===== config.mk =====
export PLATFORM = sky130hd
export DESIGN_NAME = aefu_frame_unit
export DESIGN_NICKNAME = d
export VERILOG_FILES = /design/src/core/aefu_frame_unit.v
export VERILOG_INCLUDE_DIRS = /design/src /design/src/include
export SDC_FILE = /design/constraint.sdc
export NUM_CORES = 1
export LEC_CHECK = 0
export ABC_AREA = 1
export BUFFER_PORTS_ARGS = -buffer_cell sky130_fd_sc_hd__buf_2
export CAP_MARGIN = 30
export CORE_AREA = 2 2 356 358
export CTS_CLUSTER_SIZE = 12
export DETAILED_ROUTE_END_ITERATION = 10
export DIE_AREA = 0 0 358 360
export HOLD_SLACK_MARGIN = 0.08
export SYNTH_ARGS = -nofsm -noshare
export SYNTH_HDL_FRONTEND = slang
export SYNTH_SLANG_ARGS = --single-unit

===== constraint.sdc =====
create_clock -name CLOCK -period 14 [get_ports CLOCK]
set_clock_uncertainty 0.2 [all_clocks]
set_input_delay 2.1 -clock CLOCK [delete_from_list [all_inputs] [get_ports CLOCK]]
set_output_delay 2.1 -clock CLOCK [all_outputs]
set_load 0.03 [all_outputs]

===== src/include/aefu_consts.vh =====
// Constants for the access error frame unit
`ifndef AEFU_CONSTS_VH
`define AEFU_CONSTS_VH
`define AEFU_FRAME_WORDS      8'h1E
`define AEFU_FRAME_BYTES      8'h3C
`define AEFU_FMT_ACCESS       4'h7
`define AEFU_FMT_ADDR_ERR     4'h2
`define AEFU_FMT_FOUR_WORD    4'h0
`define AEFU_FMT_FP_POST      4'h3
`define AEFU_TRACE_SRC_LAST   8'h0B
`define AEFU_TRACE_SHIFT      8'h30
`define AEFU_RETURN_LAST      8'h0D
`define AEFU_MOD_USER_INSN    3'h2
`define AEFU_MOD_SUPER_INSN   3'h6
`define AEFU_MODE_PC_REL      3'h7
`define AEFU_REG_PC_DISP      3'h2
`define AEFU_REG_PC_INDEX     3'h3
`define AEFU_MODE_INDEX       3'h6
`define AEFU_SIZE_BYTE        2'h1
`define AEFU_SIZE_WORD        2'h2
`define AEFU_SIZE_LONG        2'h0
`define AEFU_ST_FP_POST       15
`define AEFU_ST_FP_UNIMPL     14
`define AEFU_ST_TRACE         13
`define AEFU_ST_MULTI_MOVE    12
`define AEFU_ST_PAGE_SPAN     11
`define AEFU_ST_XLATE         10
`define AEFU_ST_LOCKED        9
`define AEFU_ST_READ          8
`define AEFU_ST_SIZE_LO       5
`define AEFU_ST_TYPE_LO       3
`endif


===== src/core/aefu_frame_unit.v =====
// Access error frame builder and exception return interpreter
`include "aefu_consts.vh"
`default_nettype none
module aefu_frame_unit
#(
	parameter AW = 32
)
(
	input  wire          CLOCK,
	input  wire          RST_B,
	input  wire          FAULT_VALID,
	input  wire          FAULT_IS_INSN,
	input  wire          FAULT_IS_PUSH,
	input  wire          FAULT_IS_LINE_MOVE_WR,
	input  wire          FAULT_IS_TRANSLATION,
	input  wire          FAULT_SECOND_PAGE,
	input  wire          FAULT_LOCKED,
	input  wire          FAULT_READ,
	input  wire          FAULT_SUPERVISOR,
	input  wire [1:0]    FAULT_ORIG_SIZE,
	input  wire [1:0]    FAULT_TYPE,
	input  wire [2:0]    FAULT_MODIFIER,
	input  wire [AW-1:0] FAULT_FIRST_LOGICAL,
	input  wire [AW-1:0] FAULT_PHYSICAL,
	input  wire          PEND_MULTI_MOVE,
	input  wire          PEND_TRACE,
	input  wire          PEND_FP_UNIMPL,
	input  wire          PEND_FP_POST,
	input  wire [AW-1:0] CALC_EA,
	input  wire [31:0]   INT_STAGE_RAW,
	input  wire [1:0]    INT_STAGE_SIZE,
	input  wire [31:0]   MEM_STAGE_RAW,
	input  wire [1:0]    MEM_STAGE_SIZE,
	input  wire [31:0]   BUS_STAGE_RAW,
	input  wire [1:0]    BUS_STAGE_SIZE,
	input  wire [1:0]    BUS_STAGE_LOW_ADDR,
	input  wire          BUS_STAGE_VALID,
	input  wire [127:0]  LINE_IMAGE,
	input  wire          ADDR_ERR_VALID,
	input  wire [AW-1:0] ADDR_ERR_PC,
	input  wire [AW-1:0] ADDR_ERR_REF,
	input  wire          RET_VALID,
	input  wire [3:0]    RET_FORMAT,
	input  wire [15:0]   RET_STATUS_WORD,
	input  wire [AW-1:0] RET_EA,
	input  wire [2:0]    RET_EA_MODE,
	input  wire [2:0]    RET_EA_REG,
	input  wire          RET_VALIDATE_FAULT,
	output reg           FRAME_VALID,
	output reg  [3:0]    FRAME_FORMAT,
	output reg  [15:0]   FRAME_STATUS_WORD,
	output reg  [AW-1:0] FRAME_EA,
	output reg  [AW-1:0] FRAME_FAULT_ADDR,
	output reg  [7:0]    FRAME_BUS_STATUS,
	output reg  [AW-1:0] FRAME_BUS_ADDR,
	output reg  [31:0]   FRAME_BUS_DATA,
	output reg  [31:0]   FRAME_MEM_DATA,
	output reg  [31:0]   FRAME_INT_DATA,
	output reg  [127:0]  FRAME_LINE_IMAGE,
	output reg  [AW-1:0] FRAME_PC,
	output reg           RET_DONE,
	output reg  [7:0]    RET_READ_LAST,
	output reg  [7:0]    RET_SP_ADD,
	output reg           RET_TRACE_MOVE,
	output reg  [7:0]    RET_MOVE_LAST,
	output reg  [3:0]    RET_NEW_FORMAT,
	output reg           RET_ENTER_TRACE,
	output reg           RET_ENTER_FP_POST,
	output reg           RET_ENTER_FP_UNIMPL,
	output reg           RET_RESTART_MOVE,
	output reg           RET_REUSE_EA,
	output reg           RET_EA_LOAD,
	output reg  [AW-1:0] RET_EA_OUT,
	output reg           RET_FORMAT_EXC,
	output reg           RET_KEEP_FRAME
);
////////////////////////////////////////////////////////////////////////////////
// Reset release through two flops
reg rst_meta;
reg rst_sync;
always @(posedge CLOCK or negedge RST_B)
begin
	if (!RST_B)
	begin
		rst_meta <= 1'b0;
		rst_sync <= 1'b0;
	end
	else
	begin
		rst_meta <= 1'b1;
		rst_sync <= rst_meta;
	end
end
wire rst_n = rst_sync;
////////////////////////////////////////////////////////////////////////////////
// Register aligned data: low bytes only
function [31:0] aefu_reg_align;
	input [31:0] raw;
	input [1:0]  size;
	begin
		case (size)
			`AEFU_SIZE_BYTE: aefu_reg_align = {24'h00_0000, raw[7:0]};
			`AEFU_SIZE_WORD: aefu_reg_align = {16'h0000, raw[15:0]};
			default:         aefu_reg_align = raw;
		endcase
	end
endfunction
// Lane placement: rotate right by 8 per low address step
function [31:0] aefu_lane_align;
	input [31:0] raw;
	input [1:0]  size;
	input [1:0]  low;
	reg   [31:0] left;
	begin
		case (size)
			`AEFU_SIZE_BYTE: left = {raw[7:0], 24'h00_0000};
			`AEFU_SIZE_WORD: left = {raw[15:0], 16'h0000};
			default:         left = raw;
		endcase
		case (low)
			2'h1:    aefu_lane_align = {left[7:0], left[31:8]};
			2'h2:    aefu_lane_align = {left[15:0], left[31:16]};
			2'h3:    aefu_lane_align = {left[23:0], left[31:24]};
			default: aefu_lane_align = left;
		endcase
	end
endfunction
////////////////////////////////////////////////////////////////////////////////
// Frame build
reg [15:0] next_status;
reg        pend_cont;
always @*
begin
	next_status = 16'h0000;
	pend_cont = 1'b0;
	if (PEND_FP_POST)
		next_status[`AEFU_ST_FP_POST] = 1'b1;
	else if (PEND_FP_UNIMPL)
		next_status[`AEFU_ST_FP_UNIMPL] = 1'b1;
	else if (PEND_TRACE)
		next_status[`AEFU_ST_TRACE] = 1'b1;
	else if (PEND_MULTI_MOVE && !FAULT_IS_INSN)
		next_status[`AEFU_ST_MULTI_MOVE] = 1'b1;
	pend_cont = |next_status[15:12];
	next_status[`AEFU_ST_PAGE_SPAN] = FAULT_IS_TRANSLATION & FAULT_SECOND_PAGE;
	next_status[`AEFU_ST_XLATE] = FAULT_IS_TRANSLATION;
	next_status[`AEFU_ST_LOCKED] = FAULT_LOCKED;
	next_status[`AEFU_ST_READ] = FAULT_READ;
	next_status[`AEFU_ST_SIZE_LO+1:`AEFU_ST_SIZE_LO] = FAULT_ORIG_SIZE;
	next_status[`AEFU_ST_TYPE_LO+1:`AEFU_ST_TYPE_LO] = FAULT_TYPE;
	next_status[2:0] = FAULT_MODIFIER;
	if (FAULT_IS_INSN)
		next_status[2:0] = FAULT_SUPERVISOR ? `AEFU_MOD_SUPER_INSN : `AEFU_MOD_USER_INSN;
end
always @(posedge CLOCK or negedge rst_n)
begin
	if (!rst_n)
	begin
		FRAME_VALID      <= 1'b0;
		FRAME_FORMAT     <= 4'h0;
		FRAME_STATUS_WORD <= 16'h0000;
		FRAME_EA         <= {AW{1'b0}};
		FRAME_FAULT_ADDR <= {AW{1'b0}};
		FRAME_BUS_STATUS <= 8'h00;
		FRAME_BUS_ADDR   <= {AW{1'b0}};
		FRAME_BUS_DATA   <= 32'h0000_0000;
		FRAME_MEM_DATA   <= 32'h0000_0000;
		FRAME_INT_DATA   <= 32'h0000_0000;
		FRAME_LINE_IMAGE <= {128{1'b0}};
		FRAME_PC         <= {AW{1'b0}};
	end
	else
	begin
		FRAME_VALID <= 1'b0;
		if (FAULT_VALID)
		begin
			FRAME_VALID  <= 1'b1;
			FRAME_FORMAT <= `AEFU_FMT_ACCESS;
			FRAME_STATUS_WORD <= next_status;
			FRAME_EA     <= pend_cont ? CALC_EA : {AW{1'b0}};
			FRAME_FAULT_ADDR <= FAULT_IS_PUSH ? FAULT_PHYSICAL : FAULT_FIRST_LOGICAL;
			FRAME_BUS_STATUS <= (FAULT_IS_PUSH || FAULT_IS_LINE_MOVE_WR || FAULT_IS_INSN
				|| !BUS_STAGE_VALID) ? 8'h00 : 8'h80;
			FRAME_BUS_ADDR <= FAULT_IS_PUSH ? FAULT_PHYSICAL : FAULT_FIRST_LOGICAL;
			FRAME_BUS_DATA <= FAULT_IS_PUSH ? LINE_IMAGE[31:0]
				: aefu_lane_align(BUS_STAGE_RAW, BUS_STAGE_SIZE, BUS_STAGE_LOW_ADDR);
			FRAME_MEM_DATA <= FAULT_IS_INSN ? 32'h0000_0000
				: aefu_reg_align(MEM_STAGE_RAW, MEM_STAGE_SIZE);
			FRAME_INT_DATA <= FAULT_IS_INSN ? 32'h0000_0000
				: aefu_reg_align(INT_STAGE_RAW, INT_STAGE_SIZE);
			// Line image is already memory aligned
			FRAME_LINE_IMAGE <= LINE_IMAGE;
		end
		else if (ADDR_ERR_VALID)
		begin
			FRAME_VALID      <= 1'b1;
			FRAME_FORMAT     <= `AEFU_FMT_ADDR_ERR;
			FRAME_PC         <= ADDR_ERR_PC;
			FRAME_EA         <= {ADDR_ERR_REF[AW-1:1], 1'b0};
			FRAME_STATUS_WORD <= 16'h0000;
			FRAME_BUS_STATUS <= 8'h00;
		end
	end
end
////////////////////////////////////////////////////////////////////////////////
// Exception return
wire ret_post   = RET_STATUS_WORD[`AEFU_ST_FP_POST];
wire ret_unimpl = RET_STATUS_WORD[`AEFU_ST_FP_UNIMPL];
wire ret_trace  = RET_STATUS_WORD[`AEFU_ST_TRACE];
wire ret_multi  = RET_STATUS_WORD[`AEFU_ST_MULTI_MOVE];
// Undefined combinations resolve by this fixed order
wire ret_legal = (RET_FORMAT == `AEFU_FMT_ACCESS);
always @(posedge CLOCK or negedge rst_n)
begin
	if (!rst_n)
	begin
		RET_DONE            <= 1'b0;
		RET_READ_LAST       <= 8'h00;
		RET_SP_ADD          <= 8'h00;
		RET_TRACE_MOVE      <= 1'b0;
		RET_MOVE_LAST       <= 8'h00;
		RET_NEW_FORMAT      <= 4'h0;
		RET_ENTER_TRACE     <= 1'b0;
		RET_ENTER_FP_POST   <= 1'b0;
		RET_ENTER_FP_UNIMPL <= 1'b0;
		RET_RESTART_MOVE    <= 1'b0;
		RET_REUSE_EA        <= 1'b0;
		RET_EA_LOAD         <= 1'b0;
		RET_EA_OUT          <= {AW{1'b0}};
		RET_FORMAT_EXC      <= 1'b0;
		RET_KEEP_FRAME      <= 1'b0;
	end
	else
	begin
		RET_DONE            <= 1'b0;
		RET_TRACE_MOVE      <= 1'b0;
		RET_ENTER_TRACE     <= 1'b0;
		RET_ENTER_FP_POST   <= 1'b0;
		RET_ENTER_FP_UNIMPL <= 1'b0;
		RET_RESTART_MOVE    <= 1'b0;
		RET_REUSE_EA        <= 1'b0;
		RET_EA_LOAD         <= 1'b0;
		RET_FORMAT_EXC      <= 1'b0;
		RET_KEEP_FRAME      <= 1'b0;
		if (RET_VALID)
		begin
			RET_DONE <= 1'b1;
			if (!ret_legal || RET_VALIDATE_FAULT)
			begin
				RET_FORMAT_EXC <= 1'b1;
				RET_KEEP_FRAME <= 1'b1;
				RET_SP_ADD     <= 8'h00;
			end
			else
			begin
				// Only words 0 through D read
				RET_READ_LAST <= `AEFU_RETURN_LAST;
				RET_SP_ADD    <= `AEFU_FRAME_BYTES;
				RET_EA_OUT    <= RET_EA;
				if (ret_trace)
				begin
					RET_TRACE_MOVE  <= 1'b1;
					RET_MOVE_LAST   <= `AEFU_TRACE_SRC_LAST;
					RET_SP_ADD      <= `AEFU_TRACE_SHIFT;
					RET_NEW_FORMAT  <= `AEFU_FMT_ADDR_ERR;
					RET_ENTER_TRACE <= 1'b1;
					RET_EA_LOAD     <= 1'b1;
				end
				else if (ret_post || ret_unimpl)
				begin
					RET_EA_LOAD         <= 1'b1;
					RET_ENTER_FP_POST   <= ret_post;
					RET_ENTER_FP_UNIMPL <= ~ret_post;
				end
				else if (ret_multi)
				begin
					RET_EA_LOAD      <= 1'b1;
					RET_RESTART_MOVE <= 1'b1;
					RET_REUSE_EA <= (RET_EA_MODE == `AEFU_MODE_INDEX) ||
						((RET_EA_MODE == `AEFU_MODE_PC_REL) &&
						((RET_EA_REG == `AEFU_REG_PC_DISP) ||
						(RET_EA_REG == `AEFU_REG_PC_INDEX)));
				end
			end
		end
	end
end
endmodule
`default_nettype wire


Word level (Yosys, flattened, before mapping)
Index checks and enable logic that the tools add are counted.
{"block": "classes", "n_eq_ne": 14, "mux": 59, "bitwise": 4, "n_reduce_logical": 17}
{"operator": "$mux 32", "n": 7}
{"operator": "$pmux 32 s2", "n": 3}
{"operator": "$pmux 32 s3", "n": 1}
{"operator": "$mux 1", "n": 35}
{"operator": "$mux 16", "n": 2}
{"operator": "$mux 8", "n": 3}
{"operator": "$mux 4", "n": 3}
{"operator": "$eq 2x2->1 const B", "n": 5}
{"operator": "$mux 3", "n": 3}
{"operator": "$eq 2x1->1 const B", "n": 4}
{"operator": "$logic_or 1x1->1", "n": 7}
{"operator": "$eq 3x2->1 const B", "n": 2}
{"operator": "$eq 3x3->1 const B", "n": 2}
{"operator": "$mux 6", "n": 1}
{"operator": "$eq 4x3->1 const B", "n": 1}
{"operator": "$reduce_and 2->1", "n": 2}
{"operator": "$reduce_or 4->1", "n": 1}
{"operator": "$logic_not 1->1", "n": 3}
{"operator": "$not 1->1", "n": 3}
{"operator": "$reduce_and 3->1", "n": 1}
{"operator": "$logic_and 1x1->1", "n": 2}
{"operator": "$mux 2", "n": 1}
{"operator": "$reduce_bool 2->1", "n": 1}
{"operator": "$and 1x1->1", "n": 1}
{"block": "totals", "reg_bits": 402, "input_bits": 476, "output_inout_bits": 451}

Logic depth before layout (Yosys ltp)
{"block": "logic_depth", "depth_word": 9, "ltp_mapped": 13, "ltp_nobuf": 11}

Worst setup path before layout
Ideal clock, no wire load.
{"block": "synth_path", "kind": "input port to flip-flop", "start": "input BUS_STAGE_SIZE[0]", "end": "register FRAME_BUS_DATA[30]", "setup_time_ps": 117, "t_arrival_ps": 3247, "t_required_ps": 13683, "path_slack_ps": 10437, "cell_stages": 10, "path_buffers": 2, "cell_sequence": "inv_1 ha_1 buf_2 inv_2 buf_2 or2_2 nand3_1 nand4_1 nand2_1 nand2_1"}
{"block": "synth_via", "elab_chain_len": 4}
{"element": "start, declared", "line_no": "aefu_frame_unit.v:35", "rtl": "input wire [1:0] BUS_STAGE_SIZE,"}
{"element": "$eq 2x2->1 / $eq 2x1->1 (equally long branches)", "line_no": "aefu_frame_unit.v:115", "rtl": "case (size)"}
{"element": "$pmux 32 s2 (*)", "line_no": "aefu_frame_unit.v:115"}
{"element": "$pmux 32 s3 (*)", "line_no": "aefu_frame_unit.v:120", "rtl": "case (low)"}
{"element": "$mux 32 (*)", "line_no": "aefu_frame_unit.v:185", "rtl": "FRAME_BUS_DATA <= FAULT_IS_PUSH ? LINE_IMAGE[31:0]"}
{"element": "end signal, assigned", "line_no": "aefu_frame_unit.v:185"}
{"element": "end, declared", "line_no": "aefu_frame_unit.v:56", "rtl": "output reg [31:0] FRAME_BUS_DATA,"}
Every way passes the cells marked *; elsewhere a longest branch is shown, timed or not.
A chain may end at the register's enable or synchronous reset.

==> impl_metrics.py <==
metrics = {
    "drt": {
        "wl_mm": 86.38,
        "via_per_inst": 3.789,
        "vias": 17000,
        "drtAntennaViolNets": 0,
        "first_iter_violations": 1319,
        "dr.pass1.iters": 5,
        "drc": 0,
        "wire_per_inst_um": 19.26,
    },
    "worst_setup_path": {
        "crit_fanout": 77,
        "r2r_slack_ns": 11.48,
        "worstPathArrival_ns": 5.48,
        "crit_path_frequent_cell": "buf_4",
        "r2r-start": "rst_n",
        "cp.buffers_inverters": 5,
        "cpPeakStageDelay_ns": 0.78,
        "startpoint_type": "primary input",
        "worstSetupPathType": "primary input to flip-flop",
        "crit_family": "buffers and inverters",
        "reg2reg_to": "FRAME_BUS_DATA[4]",
        "worstPathCellList": "clkbuf_8, inv_8, buf_4, buf_4, buf_4, nor2_1, nand2_1, nand2_1",
        "end_kind": "flip-flop",
        "reg2reg_depth": 3,
        "crit_slowest_cell": "buf_4",
        "cp.required_ns": 14.29,
    },
    "sta": {
        "hold_viol": 0,
        "slew_violations": 0,
        "setup_violations": 0,
        "relSlewSlack_pct": 38.38,
        "period_share_pct": 37.07,
        "setup_tns_ns": 0,
        "fmax_ghz": 0.1927,
        "max_slew.worst_pin.slew_ns": 0.9243,
        "rsz0062_at_grt": "false",
        "period_minus_slack_ns": 5.190,
    },
    "synth": {
        "ys_types": 28,
        "synth_top_area_cell": "dfrtp_1",
        "synth_area_leaders": "dfrtp_1 56%, nand2_1 17%, nand3_1 4.7%",
        "avgSynthCellArea_um2": 8.629,
        "synth_warnings": 0,
        "yosysSeqAreaShare_pct": 56.25,
        "synthFlopType": "dfrtp_1",
        "synthTopCellsByCount": "791 x nand2_1, 385 x dfrtp_1, 162 x nand3_1",
        "synth-edff-count": 0,
        "ys_ff_latch": 385,
        "synth.most_common_cell": "nand2_1",
        "synth_cells": 1985,
        "synth_top_area_share_pct": 56.25,
        "syn_area_um2": 17130,
        "synth_async_sr_flop_share_pct": 100.0,
    },
    "final_layout": {
        "multi_input_area_um2": 6213,
        "drive_gt1_share_pct": 36.84,
        "nets": 3260,
        "nFillCells": 14040,
        "area_delta_synth_final_pct": 43.63,
        "utilization_pct": 19.69,
        "regArea_um2": 9638,
    },
    "global_route": {
        "grt_max_degree": 142,
        "gr-total-overflow": 0,
        "grt_pass1_vias": 16520,
        "antenna_found_initial": 38,
        "grt_usage_pct": 12.73,
        "grt_first_pass_wirelength_mm": 118.6,
    },
    "power": {
        "vdd_drop_max_mv": 0.07941,
        "power_density_nw_per_um2": 138.3,
        "clkPwrFrac_pct": 38.6,
        "seq_power_share_pct": 38.0,
        "leakage_nw": 13.02,
        "p_sw_share_pct": 35.50,
        "p_sw_w": 0.001208,
        "p_int_w": 0.002195,
        "combPwrFrac_pct": 23.4,
    },
    "cts": {
        "path_clk_slew_ns": 0.06,
        "cts_resized": 0,
        "tritoncts": "done",
        "cts_root_buffer": "clkbuf_16",
        "cts_buffer_depth": 3,
        "numCtsBuffers": 49,
        "htreeDepth": 2,
        "cts_sinks": 385,
        "clock_latency_ns": 0.65,
        "post_cts_buffers": 0,
    },
    "floorplanning": {
        "num_rows": 130,
        "die_area_um2": 128900,
        "initial_core_util_pct": 13.71,
        "core_um2": 124900,
        "fp.dieH_um": 360,
        "die-width_um": 358,
        "io_pins": 927,
    },
    "outcome": {
        "status": "finished, final reports clean",
    },
    "placement": {
        "gp_congestion": 0.8785,
        "hpwlAfterDp_mm": 67.34,
        "port_buffers": 886,
    },
    "run": {
        "maxCapViolations": 0,
    },
    "worst_hold_path": {
        "worstHoldPathType": "flip-flop to async pin",
    },
}
final cells by class:
| class | count | area share (%) |
|---|---|---|
| multi-input cells | 1351 | 25.26 |
| well taps | 1650 | 8.392 |
| inverters | 83 | 1.297 |
| clock buffers | 67 | 5.585 |
| flip-flops and latches | 385 | 39.18 |
| diodes | 16 | 0.1628 |
| repair buffers | 910 | 18.99 |
| clock inverters | 24 | 1.139 |
worst register-to-register path, stage by stage (launching register included):
cell     delay [ns]
dfrtp_4        0.43
buf_16         0.32
buf_4          0.73
buf_12         0.54
metrics by stage:
stage	cell area, µm²	instances	hold WS [ns]	setup WS (ns)	power, W
2_1_floorplan	17220	2010	0.1312	2.275	0.001797
3_3_place_gp	22870	4377	0.1366	8.258	0.002109
3_5_place_dp	22870	4377	0.1403	8.250	0.002116
4_1_cts	24520	4468	0.1544	8.924	0.003465
5_1_grt	24590	4482	0.1652	8.644	0.003573
6_report	24600	4486	0.1517	8.810	0.003402
worst max-delay path by stage:
stage	cells after the start	startpoint	end	slack [ns]
finish	8	FAULT_VALID	FRAME_BUS_DATA[5]	8.81
global route	8	FAULT_VALID	FRAME_BUS_DATA[5]	8.64
CTS	8	FAULT_VALID	FRAME_BUS_DATA[5]	8.92
detailed placement	8	FAULT_VALID	FRAME_BUS_DATA[31]	8.25
global placement	8	FAULT_VALID	FRAME_BUS_DATA[5]	8.26
floorplan	0	rst_n	FRAME_BUS_ADDR[0]	2.28
cell usage in the layout, fill, tap and decap left out, types with 6 or more instances in the layout:
cell / netlist / layout
nand4_1: 27 / 27
clkbuf_8: 0 / 9
clkinv_2: 0 / 11
o21ai_0: 115 / 115
conb_1: 2 / 27
nand2_1: 791 / 791
dfrtp_1: 385 / 384
buf_2: 64 / 885
a21oi_1: 35 / 35
inv_1: 78 / 76
clkbuf_16: 0 / 49
nand3_1: 162 / 162
diode_2: 0 / 16
buf_4: 72 / 20
a22o_1: 24 / 24
clkbuf_1: 46 / 10
nor2_1: 74 / 74
mux2_2: 32 / 32
or2_1: 6 / 6
a32o_1: 34 / 34
sequential cells by signal, indices dropped and copies added (netlist names), 2 cells and up:
register	cells
FRAME_BUS_DATA	32
FRAME_PC	32
FRAME_FORMAT	2
FRAME_EA	32
FRAME_STATUS_WORD	15
RET_SP_ADD	2
FRAME_MEM_DATA	32
FRAME_INT_DATA	32
FRAME_LINE_IMAGE	128
FRAME_BUS_ADDR	32
RET_EA_OUT	32
layer usage:
metal,wire length [µm],vias up,GRT usage (%)
met5,78,-,0
met4,3599,14,5.702
met3,9791,156,5.490
met2,38760,815,19.87
met1,34150,8095,15.05
li1,-,7916,-
what timing repair did:
item	CTS	global route
hold endpoints to repair	0	2
hold buffers	0	1
endpoints found under the setup margin	0	0
cell families (layout without fill, tap and decap cells):
family | count (synthesis) | count (layout) | synth area share, %
AOI/OAI and AO/OA | 216 | 216 | 7.882
adders and majority gates | 4 | 4 | 0.2922
buffers and inverters | 274 | 1084 | 8.050
DFF | 385 | 385 | 56.25
muxes | 32 | 32 | 2.104
other | 2 | 43 | 0.04385
and+or+nand+nor | 1072 | 1072 | 25.38
power groups by stage:
| stage | logic, W | clock network (W) | registers, W |
|---|---|---|---|
| 2_1_floorplan | 0.000249 | 0 | 0.00155 |
| 3_3_place_gp | 0.000799 | 0 | 0.00131 |
| 3_5_place_dp | 0.000801 | 0 | 0.00131 |
| 4_1_cts | 0.000803 | 0.00136 | 0.00130 |
| 5_1_grt | 0.000858 | 0.00141 | 0.00131 |
| 6_report | 0.000796 | 0.00131 | 0.00129 |
Power figures use the tool's default switching activity.
